## config.mk

```make
export PLATFORM = sky130hd
export DESIGN_NAME = rsr_readback
export DESIGN_NICKNAME = d
export VERILOG_FILES = /design/src/rtl/rsr_unused_guard.sv /design/src/rtl/rsr_pkg.sv /design/src/rtl/rsr_avg_if.sv /design/src/rtl/rsr_readback.sv /design/src/rtl/rsr_avg_filter.sv
export SDC_FILE = /design/constraint.sdc
export NUM_CORES = 1
export LEC_CHECK = 0
export ABC_AREA = 1
export BUFFER_PORTS_ARGS = -buffer_cell sky130_fd_sc_hd__buf_2
export CORE_ASPECT_RATIO = 0.9
export CORE_MARGIN = 3
export CORE_UTILIZATION = 52
export DETAILED_ROUTE_END_ITERATION = 6
export GPL_ROUTABILITY_DRIVEN = 0
export PLACE_DENSITY = 0.86
export SKIP_CTS_REPAIR_TIMING = 1
export SLEW_MARGIN = 20
export SYNTH_ARGS = -nofsm -noshare
export SYNTH_HDL_FRONTEND = slang
export SYNTH_SLANG_ARGS = --single-unit
```

## constraint.sdc

```tcl
create_clock -name clk_i -period 3.6 [get_ports clk_i]
set_input_delay 0 -clock clk_i [delete_from_list [all_inputs] [get_ports clk_i]]
set_output_delay 0 -clock clk_i [all_outputs]
set_load 0.05 [all_outputs]
```

## src/rtl/rsr_unused_guard.sv

```systemverilog
`timescale 1ns/1ps
`default_nettype none
`default_nettype wire

```

## src/rtl/rsr_pkg.sv

```systemverilog
package rsr_pkg;

	// register indices; byte address is four times the index
	localparam logic [7:0] IDX_AVG_FREQ_OFFSET   = 8'h43;
	localparam logic [7:0] IDX_INST_FREQ_OFFSET  = 8'h44;
	localparam logic [7:0] IDX_SYNTH_CAL         = 8'h45;
	localparam logic [7:0] IDX_VERSION_VCO_BAND  = 8'h46;
	localparam logic [7:0] IDX_VCO_CAL           = 8'h47;
	localparam logic [7:0] IDX_ADC_SAMPLE        = 8'h48;
	localparam logic [7:0] IDX_INPHASE_FILTER    = 8'h49;
	localparam logic [7:0] IDX_QUADRATURE_FILTER = 8'h4A;
	localparam logic [7:0] IDX_GAIN_OFFSET       = 8'h4B;
	localparam logic [7:0] IDX_AVG_CTRL          = 8'h4C;

	// field positions
	localparam int CAL_DAC_LSB      = 4;
	localparam int VERSION_LSB      = 5;
	localparam int VCO_COMP_BIT     = 6;
	localparam int FREQ_COMP_BIT    = 7;
	localparam int ADC_MIX_LSB      = 6;
	localparam int ADC_I_LSB        = 3;
	localparam int AVG_SHIFT_LSB    = 0;

	// reset values
	localparam logic [1:0]  AVG_SHIFT_RST = 2'h2;
	localparam logic [7:0]  READBACK_RST  = 8'h00;
	localparam logic [31:0] PRDATA_RST    = 32'h0000_0000;

	// average offset is in baud/16 units, instantaneous in baud/8 units,
	// so one instantaneous step is two average steps; saturates at 8 bits
	function automatic logic [7:0] rsr_double_sat(input logic [7:0] v);
		logic [8:0] d;
		d = {v, 1'b0};
		if (v[7] != v[6]) begin
			rsr_double_sat = v[7] ? 8'h80 : 8'h7F;
		end else begin
			rsr_double_sat = d[7:0];
		end
	endfunction

endpackage

```

## src/rtl/rsr_avg_if.sv

```systemverilog
`timescale 1ns/1ps
`default_nettype none
interface rsr_avg_if;
	logic              sample_valid;
	logic        [7:0] sample;
	logic        [1:0] shift;
	logic       [15:0] level;

	modport feeder (
		output sample_valid,
		output sample,
		output shift,
		input  level
	);

	modport filter (
		input  sample_valid,
		input  sample,
		input  shift,
		output level
	);
endinterface
`default_nettype wire

```

## src/rtl/rsr_readback.sv

```systemverilog
`timescale 1ns/1ps
`default_nettype none
// Summary of operation
// - average offset is signed 8-bit; the demodulator decision level follows it one cycle later
// - average offset scaled so offset equals baud rate times value over 16
// - instantaneous IF offset readout, signed 8-bit, baud rate times value over 8
// - synth readback: calibration DAC in bits 7:4, charge pump current in 3:0
// - version readback: silicon version in 7:5, VCO band select in 4:0
// - VCO readback: comparator bit 7, reference above core bit 6, current 5:0
// - ADC readback: mixer input 7:6, in-phase 5:3, quadrature 2:0
// - two 8-bit readbacks of channel filter upper bits, in-phase and quadrature
// - gain offset is configured minus applied gain in 4:0; bits 7:5 read zero
module rsr_readback
	import rsr_pkg::*;
#(
	parameter int               CUR_W           = 6,
	parameter logic [2:0]       SILICON_VERSION = 3'h5  // arbitrary value
) (
	input  wire  logic              clk_i,
	input  wire  logic              sys_rst_i,
	input  wire  logic              psel_i,
	input  wire  logic              penable_i,
	input  wire  logic              pwrite_i,
	input  wire  logic        [9:0] paddr_i,
	input  wire  logic       [31:0] pwdata_i,
	input  wire  logic        [3:0] pstrb_i,
	output logic             [31:0] prdata_o,
	output logic                    pready_o,
	output logic                    pslverr_o,
	input  wire  logic              inst_valid_i,
	input  wire  logic        [7:0] inst_freq_offset_i,
	input  wire  logic        [3:0] cal_dac_i,
	input  wire  logic        [3:0] charge_pump_current_i,
	input  wire  logic        [4:0] vco_band_select_i,
	input  wire  logic              freq_comp_i,
	input  wire  logic  [CUR_W-1:0] vco_reference_current_i,
	input  wire  logic  [CUR_W-1:0] vco_core_current_i,
	input  wire  logic        [5:0] item_a_i,
	input  wire  logic        [1:0] adc_mix_i,
	input  wire  logic        [2:0] adc_i_i,
	input  wire  logic        [2:0] adc_q_i,
	input  wire  logic        [7:0] filter_i_i,
	input  wire  logic        [7:0] filter_q_i,
	input  wire  logic        [4:0] configured_gain_i,
	input  wire  logic        [4:0] applied_gain_i,
	output logic              [7:0] decision_level_o
);

	// readback snapshots, refreshed every cycle
	logic [7:0] inst_freq_offset_r;
	logic [7:0] synth_cal_readback_r;
	logic [7:0] version_and_vco_band_r;
	logic [7:0] vco_cal_readback_r;
	logic [7:0] adc_sample_readback_r;
	logic [7:0] inphase_filter_readback_r;
	logic [7:0] quadrature_filter_readback_r;
	logic [7:0] gain_offset_readback_r;
	logic [1:0] avg_shift_r;
	logic [7:0] avg_freq_offset;
	logic       vco_comp_nxt;
	logic [4:0] gain_diff_nxt;

	logic [31:0] prdata_r;
	logic [31:0] prdata_nxt;
	logic        pready_r;
	logic        pslverr_r;
	logic        setup_phase;
	logic        access_done;
	logic [7:0]  reg_index;

	rsr_avg_if avg ();

	rsr_avg_filter u_avg (
		.clk_i     (clk_i),
		.sys_rst_i (sys_rst_i),
		.avg       (avg.filter)
	);

	assign avg.sample_valid = inst_valid_i;
	assign avg.sample       = inst_freq_offset_i;
	assign avg.shift        = avg_shift_r;
	assign avg_freq_offset  = avg.level[15:8];

	function automatic logic is_mapped(input logic [9:0] addr);
		is_mapped = (addr[1:0] == 2'h0)
			&& (addr[9:2] >= IDX_AVG_FREQ_OFFSET)
			&& (addr[9:2] <= IDX_AVG_CTRL);
	endfunction

	assign reg_index   = paddr_i[9:2];
	assign setup_phase = psel_i && !penable_i;
	assign access_done = psel_i && penable_i && pready_r;

	// comparator and difference are formed here, not upstream
	always_comb begin
		vco_comp_nxt  = vco_reference_current_i > vco_core_current_i;
		gain_diff_nxt = configured_gain_i - applied_gain_i;
	end

	// live capture; no clear or acknowledge, so nothing can go stale
	always_ff @(posedge clk_i or posedge sys_rst_i) begin
		if (sys_rst_i) begin
			inst_freq_offset_r           <= READBACK_RST;
			synth_cal_readback_r         <= READBACK_RST;
			version_and_vco_band_r       <= READBACK_RST;
			vco_cal_readback_r           <= READBACK_RST;
			adc_sample_readback_r        <= READBACK_RST;
			inphase_filter_readback_r    <= READBACK_RST;
			quadrature_filter_readback_r <= READBACK_RST;
			gain_offset_readback_r       <= READBACK_RST;
		end else begin
			inst_freq_offset_r <= inst_freq_offset_i;
			synth_cal_readback_r <= {cal_dac_i, charge_pump_current_i};
			version_and_vco_band_r <= {SILICON_VERSION, vco_band_select_i};
			vco_cal_readback_r <= {freq_comp_i, vco_comp_nxt, item_a_i};
			adc_sample_readback_r <= {adc_mix_i, adc_i_i, adc_q_i};
			inphase_filter_readback_r <= filter_i_i;
			quadrature_filter_readback_r <= filter_q_i;
			gain_offset_readback_r <= {3'h0, gain_diff_nxt};
		end
	end

	// only the averaging control is writable; readback writes fall away
	always_ff @(posedge clk_i or posedge sys_rst_i) begin
		if (sys_rst_i) begin
			avg_shift_r <= AVG_SHIFT_RST;
		end else if (access_done && pwrite_i && pstrb_i[0]
			&& reg_index == IDX_AVG_CTRL && paddr_i[1:0] == 2'h0) begin
			avg_shift_r <= pwdata_i[AVG_SHIFT_LSB +: 2];
		end
	end

	always_comb begin
		prdata_nxt = PRDATA_RST;
		unique case (reg_index)
			IDX_AVG_FREQ_OFFSET:   prdata_nxt[7:0] = avg_freq_offset;
			IDX_INST_FREQ_OFFSET:  prdata_nxt[7:0] = inst_freq_offset_r;
			IDX_SYNTH_CAL:         prdata_nxt[7:0] = synth_cal_readback_r;
			IDX_VERSION_VCO_BAND:  prdata_nxt[7:0] = version_and_vco_band_r;
			IDX_VCO_CAL:           prdata_nxt[7:0] = vco_cal_readback_r;
			IDX_ADC_SAMPLE:        prdata_nxt[7:0] = adc_sample_readback_r;
			IDX_INPHASE_FILTER:    prdata_nxt[7:0] = inphase_filter_readback_r;
			IDX_QUADRATURE_FILTER: prdata_nxt[7:0] = quadrature_filter_readback_r;
			IDX_GAIN_OFFSET:       prdata_nxt[7:0] = gain_offset_readback_r;
			IDX_AVG_CTRL:          prdata_nxt[1:0] = avg_shift_r;
			default:               prdata_nxt = PRDATA_RST;
		endcase
		if (!is_mapped(paddr_i) || pwrite_i) begin
			prdata_nxt = PRDATA_RST;
		end
	end

	// answer is prepared during setup, so access never waits
	always_ff @(posedge clk_i or posedge sys_rst_i) begin
		if (sys_rst_i) begin
			pready_r  <= 1'b0;
			pslverr_r <= 1'b0;
			prdata_r  <= PRDATA_RST;
		end else begin
			pready_r  <= setup_phase;
			pslverr_r <= setup_phase && !is_mapped(paddr_i);
			if (setup_phase) begin
				prdata_r <= prdata_nxt;
			end
		end
	end

	// decision level has its own flop, loaded from the average readback and one cycle behind it
	always_ff @(posedge clk_i or posedge sys_rst_i) begin
		if (sys_rst_i) begin
			decision_level_o <= READBACK_RST;
		end else begin
			decision_level_o <= avg_freq_offset_nxt();
		end
	end

	function automatic logic [7:0] avg_freq_offset_nxt();
		avg_freq_offset_nxt = avg_freq_offset;
	endfunction

	assign prdata_o  = prdata_r;
	assign pready_o  = pready_r;
	assign pslverr_o = pslverr_r;
endmodule
`default_nettype wire

```

## src/rtl/rsr_avg_filter.sv

```systemverilog
`timescale 1ns/1ps
`default_nettype none
module rsr_avg_filter
	import rsr_pkg::*;
(
	input  wire logic clk_i,
	input  wire logic sys_rst_i,
	rsr_avg_if.filter avg
);

	logic        [15:0] level_r;
	logic        [15:0] level_nxt;
	logic        [15:0] target;
	logic signed [16:0] delta;
	logic signed [16:0] step;

	// level is 8.8 fixed point in baud/16 units
	always_comb begin
		target = {rsr_double_sat(avg.sample), 8'h00};
		delta  = $signed({target[15], target}) - $signed({level_r[15], level_r});
		step   = delta >>> avg.shift;
		level_nxt = level_r + step[15:0];
	end

	// first-order average; larger shift gives slower, quieter level
	always_ff @(posedge clk_i or posedge sys_rst_i) begin
		if (sys_rst_i) begin
			level_r <= 16'h0000;
		end else if (avg.sample_valid) begin
			level_r <= level_nxt;
		end
	end

	assign avg.level = level_r;
endmodule
`default_nettype wire

```

==> impl_metrics.py, run 1 <==
metrics = {
    "status": {
        "status": "finished with violations",
        "violations": "hold timing",
    },
    "setup_path": {
        "crit_required_ns": 3.83,
        "worstPathMaxFanout": 6,
        "r2r-start": "u_avg.avg.level[10]$_DFFE_PP0P_",
        "regToRegSetupSlack_ns": 0.21,
        "arrival_ns": 3.80,
        "slowest_delay_ns": 0.32,
        "crit_type": "primary input to flop",
        "cp-startpoint": "inst_freq_offset_i[7]",
        "end_kind": "flop",
        "cp_common_cell": "nand2_1",
        "cp_slowest_cell": "ha_1",
        "start_kind": "primary input",
    },
    "yosys": {
        "synth_top_family_by_area": "simple AND/OR/NAND/NOR gates",
        "synthArstFlopShare": 1.00,
        "syn-cell-area_um2": 5590,
        "synth_simple_gate_area_frac": 0.232,
        "synth_edf_count": 0,
        "ys_seq_elements": 95,
        "synthCells": 690,
        "synth.distinct_cells": 44,
        "yosys_warnings": 0,
        "synth_fa_ha_area_frac": 0.0900,
        "synth_flop_cell": "dfrtp_1",
        "synth_mux_area_frac": 0.00179,
        "synth_top_area_frac": 0.421,
        "synth_compound_area_frac": 0.115,
        "avgSynthCellArea_um2": 8.10,
        "synthXorXnorAreaFrac": 0.0313,
        "synth.area.top_cells": "dfrtp_1 (42%), nand2_1 (12%), ha_1 (8.3%)",
        "synth_top_cell_by_area": "dfrtp_1",
        "ys_seq_area_frac": 0.426,
    },
    "clock_tree": {
        "clk_pin_slew_ns": 0.07,
        "numClockSinks": 95,
        "ctsRootBufferMaster": "clkbuf_16",
        "numCtsBuffers": 9,
        "cts_buffer_depth": 2,
        "cts_tree": "built",
        "insertion_delay_ns": 0.35,
        "h-tree-depth": 3,
    },
    "power_and_ir_drop": {
        "leakage_nw": 3.90,
        "ir_drop_mv": 0.608,
        "total_power_w": 0.00582,
        "power.density_nw_per_um2": 799,
    },
    "routing": {
        "drtIter0Drc": 549,
        "viasPerCell": 5.47,
        "wl_per_cell_um": 16.3,
        "vias": 5557,
        "first_pass_iters": 7,
        "ant_nets": 0,
        "drc_errors": 0,
        "drt_wl_total_um": 16600,
    },
    "sta": {
        "setup_viol": 0,
        "hold_ws_ns": -0.00238,
        "finalHoldViolCount": 1,
        "period_share": 0.991,
        "finClkSkew_ns": 0.0130,
        "max_freq_ghz": 0.280,
        "maxSlewHeadroom": 0.319,
        "maxSlewViolCount": 0,
        "tns_ns": 0,
        "tightest_slew_ns": 1.01,
        "min_period_ns": 3.57,
    },
    "job": {
        "max-cap-violations": 0,
    },
    "layout": {
        "final_cell_mix": "nand2_1 (183), buf_2 (110), dfrtp_1 (94)",
        "fillers": 707,
        "area_growth_pct": 30.3,
        "nets": 1047,
        "layout-drive-gt1-share": 0.200,
        "final_common_cell": "nand2_1",
        "largest_register_ffs": 16,
    },
    "place": {
        "dp_hpwl_um": 10300,
        "io_buffer_count": 110,
    },
    "global_routing": {
        "grt_overflow": 0,
        "grtUsageMet1": 0.314,
        "use_met3": 0.0430,
        "first_global_vias": 4700,
        "grt_first_pass_wirelength_um": 21600,
        "grtUsageMet2": 0.356,
        "track_usage": 0.224,
        "antenna_found_initial": 0,
        "grt_max_degree": 58,
        "grt.busiest_layer": "met2",
    },
    "floorplanning": {
        "die-width_um": 115,
        "die_h_um": 104,
        "rows": 35,
        "initial_core_util": 0.539,
        "pin_count": 168,
        "fp.dieArea_um2": 12000,
        "core_region_area_um2": 10400,
    },
    "hold_path": {
        "hp-class": "primary input to flop",
        "hp-start": "vco_reference_current_i[1]",
    },
}
[metal layers]
layer	vias up	share of wire
met2	355	0.48
met1	2551	0.39
met3	75	0.083
met5	-	0
met4	0	0.045
li1	2576	-
[power by group]
part | switching [W] | total (W) | internal [W]
Combinational | 0.00208 | 0.00343 | 0.00135
Clock | 0.000420 | 0.000982 | 0.000562
Sequential | 0.000147 | 0.00141 | 0.00126
Total | 0.00265 | 0.00582 | 0.00317
[cell type report]
class	count	area (µm²)	area share
multi-input cells	491	2770	0.380
clock inverters	5	67.6	0.00928
well taps	129	161	0.0222
clock buffers	10	239	0.0328
inverters	94	355	0.0488
repair buffers	191	1310	0.180
diodes	1	2.50	0.000344
flip-flops and latches	95	2380	0.327
[critical path: cells and delay by family]
| family | cells | cell delay [ns] |
|---|---|---|
| buf+inv | 6 | 0.49 |
| compound gates | 4 | 0.85 |
| xor+xnor | 1 | 0.24 |
| fa+ha+maj | 3 | 0.89 |
| simple gates | 12 | 1.32 |
[worst paths after layout]
check / end / cells past startpoint
worst max-delay path: u_avg.avg.level[13]$_DFFE_PP0P_ / 26
max in group asynchronous: pready_o$_DFF_PP0_ / 4
worst max register to register: u_avg.avg.level[13]$_DFFE_PP0P_ / 20
worst min register to register: decision_level_o[7]$_DFF_PP0_ / 0
worst min-delay path: vco_cal_readback_r[6]$_DFF_PP0_ / 3
min in group asynchronous: decision_level_o[3]$_DFF_PP0_ / 3
[cell usage after synthesis (2+ instances only)]
master    number
nor2_1        38
nor2_4         2
a221oi_1      10
conb_1         2
ha_1          37
nand4_1        7
nand3_1       49
o21bai_1       3
a22o_1         8
xor2_1        16
a21boi_0       2
fa_1           2
clkinv_1       2
o21ai_0       42
a21oi_1       30
buf_2          2
a31oi_1        5
clkbuf_1       6
nand2_2        2
or2_1          2
nor3_1         3
nand2_1      183
buf_4         25
or2_2          3
dfrtp_1       94
xnor2_1        4
nor3_2         3
nor2_2         3
inv_2          5
inv_1         86
[cells by family (layout without fill, tap and decap cells)]
group | after synthesis | in the layout
AOI/OAI and AO/OA | 107 | 107
xor gates and xnor gates | 20 | 20
adders and majority gates | 39 | 39
buffers and inverters | 127 | 300
DFF | 95 | 95
muxes | 1 | 1
other | 2 | 26
and+or+nand+nor | 299 | 299
[stage by stage]
step | utilization | setup slack, ns | area [µm²] | instances
after detailed placement | 0.608 | -0.00425 | 6310 | 938
after global placement | 0.608 | 0.0836 | 6310 | 938
after floorplan | - | 0.455 | 5680 | 713
after CTS | 0.638 | 0.261 | 6620 | 953
final | 0.702 | 0.0327 | 7280 | 1016
after global routing | 0.702 | -0.214 | 7280 | 1015
Note: power is estimated with default switching activity, not from simulation.
==> inputs of run 2 (changes only) <==
--- a/config.mk
+++ b/config.mk
@@ -8,3 +8,3 @@
 export ABC_AREA = 1
-export BUFFER_PORTS_ARGS = -buffer_cell sky130_fd_sc_hd__buf_2
+export BUFFER_PORTS_ARGS = -buffer_cell sky130_fd_sc_hd__buf_4
 export CORE_ASPECT_RATIO = 0.9
==> constraint.sdc (replaced) <==
create_clock -name clk_i -period 3.75 [get_ports clk_i]
set_input_delay 0 -clock clk_i [delete_from_list [all_inputs] [get_ports clk_i]]
set_output_delay 0 -clock clk_i [all_outputs]
set_load 0.01 [all_outputs]
==> impl_metrics.py, run 2 (same netlist as run 1, synthesis figures left out) <==
metrics = {
    "floorplanning": {
        "die-width_um": 115,
        "pin_count": 168,
        "fp.dieArea_um2": 12000,
        "core_region_area_um2": 10400,
        "initial_core_util": 0.539,
        "rows": 35,
        "die_h_um": 104,
    },
    "sta": {
        "finClkSkew_ns": 0.0173,
        "setup_slack_ns": 0.215,
        "tightest_slew_ns": 0.957,
        "finalHoldViolCount": 1,
        "min_period_ns": 3.54,
        "max_freq_ghz": 0.283,
        "hold_ws_ns": -0.000124,
        "period_share": 0.943,
        "setup_viol": 0,
        "maxSlewHeadroom": 0.361,
        "maxSlewViolCount": 0,
    },
    "global_routing": {
        "track_usage": 0.237,
        "grt_first_pass_wirelength_um": 22500,
        "first_global_vias": 4687,
        "grt_overflow": 0,
        "grt_max_degree": 58,
        "antenna_found_initial": 0,
    },
    "place": {
        "dpl_worst_slack_ns": 0.0372,
        "dp_hpwl_um": 10700,
        "dp.cells": 927,
        "io_buffer_count": 110,
    },
    "setup_path": {
        "r2r-start": "u_avg.avg.level[10]$_DFFE_PP0P_",
        "cp_slowest_cell": "dlygate4sd3_1",
        "cp.buffers_inverters": 3,
        "r2r_end": "u_avg.avg.level[13]$_DFFE_PP0P_",
        "start_kind": "primary input",
        "regToRegSetupSlack_ns": 0.26,
        "arrival_ns": 3.77,
        "crit_family": "simple AND/OR/NAND/NOR gates",
        "worstPathMaxFanout": 5,
        "crit_type": "primary input to flop",
        "crit_path_cell_trace": "dlygate4sd3_1 -> buf_4 -> o21ai_0 -> inv_1 -> ha_1 -> nand3_1 -> nand3_1 -> a31oi_1 -> or2_1 -> a21o_1 -> nand3_1 -> nand3_1 -> nand2_1 -> ha_1 -> nand2_1 -> nand2_1 -> a31oi_1 -> nand3_2 -> a31o_2 -> or2_2 -> nand3_1 -> nand2_1",
        "r2r_cells": 19,
        "cp_common_cell": "nand3_1",
        "slowest_delay_ns": 0.55,
        "crit_required_ns": 3.99,
        "end_kind": "flop",
    },
    "clock_tree": {
        "numClockSinks": 95,
        "clk_pin_slew_ns": 0.07,
        "cts_tree": "built",
        "cts_buffer_depth": 2,
        "h-tree-depth": 3,
        "ctsRootBufferMaster": "clkbuf_16",
        "insertion_delay_ns": 0.36,
        "numCtsBuffers": 9,
    },
    "layout": {
        "area_growth_pct": 33.5,
        "nets": 1036,
        "final_core_util": 0.719,
        "diodes": 0,
        "final_common_cell": "nand2_1",
        "layout-drive-gt1-share": 0.188,
        "final_cell_mix": "nand2_1 (182), buf_4 (118), dfrtp_1 (94)",
        "stdcell_count": 1005,
        "largest_register_ffs": 16,
    },
    "job": {
        "max-cap-violations": 0,
    },
    "hold_path": {
        "hold_depth": 2,
        "min_to": "u_avg.avg.level[4]$_DFFE_PP0P_",
        "hp-start": "inst_valid_i",
        "hp-class": "primary input to flop",
    },
    "power_and_ir_drop": {
        "power.density_nw_per_um2": 713,
        "ir_drop_mv": 0.655,
        "leakage_nw": 3.93,
    },
    "status": {
        "status": "finished with violations",
        "violations": "hold timing",
    },
    "routing": {
        "ant_nets": 0,
        "wl_per_cell_um": 16.5,
        "first_pass_iters": 6,
        "vias": 5491,
        "drtIter0Drc": 618,
        "drc_errors": 0,
        "drt_wl_total_um": 16600,
        "viasPerCell": 5.46,
    },
}
==> run 2: cell types whose count changed in the layout (fill, tap and decap cells not counted), moves of 2 or more <==
cell / before / now
a21boi_1: 2 / 0
inv_8: 1 / 3
a31oi_2: 2 / 0
clkinv_4: 3 / 0
a31oi_1: 3 / 5
ha_4: 2 / 0
buf_4: 20 / 118
buf_2: 110 / 0
ha_1: 35 / 37
a21boi_0: 0 / 2
==> run 2: how the worst max path moves through the flow <==
stage | startpoint | end | depth (start not counted)
final | inst_freq_offset_i[0] | u_avg.avg.level[13]$_DFFE_PP0P_ | 22
after detailed placement | inst_freq_offset_i[7] | u_avg.avg.level[13]$_DFFE_PP0P_ | 23
after floorplan | inst_freq_offset_i[7] | u_avg.avg.level[13]$_DFFE_PP0P_ | 22
after CTS | u_avg.avg.level[10]$_DFFE_PP0P_ | u_avg.avg.level[13]$_DFFE_PP0P_ | 17
after global placement | inst_freq_offset_i[7] | u_avg.avg.level[13]$_DFFE_PP0P_ | 24
after global routing | u_avg.avg.level[10]$_DFFE_PP0P_ | u_avg.avg.level[13]$_DFFE_PP0P_ | 19
==> run 2: area by class of cell <==
class | count | area [µm²]
clock buffers | 9 | 225
clock inverters | 7 | 96.3
fillers | 733 | 2920
inverters | 94 | 355
multi-input cells | 491 | 2740
flip-flops and latches | 95 | 2380
well taps | 129 | 161
repair buffers | 180 | 1510
==> run 2: metal layers <==
layer / GRT usage / routed length, µm
met1: 0.329 / 6530
met2: 0.373 / 8010
met3: 0.0494 / 1420
met4: 0.0687 / 594
met5: 0 / 0
==> run 2: where the power goes <==
group	switching (W)	internal [W]	total, W
registers	0.000154	0.00121	0.00136
logic	0.00178	0.00120	0.00298
clock network	0.000440	0.000539	0.000980
==> run 2: through the flow <==
stage	cell area, µm²	hold WS (ns)	power (W)	TNS (ns)
final	7460	-0.000124	0.00532	0
after floorplan	5680	0.0314	0.00343	0
after detailed placement	6500	0.110	0.00413	0
after global routing	7460	0.0175	0.00577	-0.0395
after global placement	6500	0.110	0.00404	0
after CTS	6830	-0.254	0.00514	0
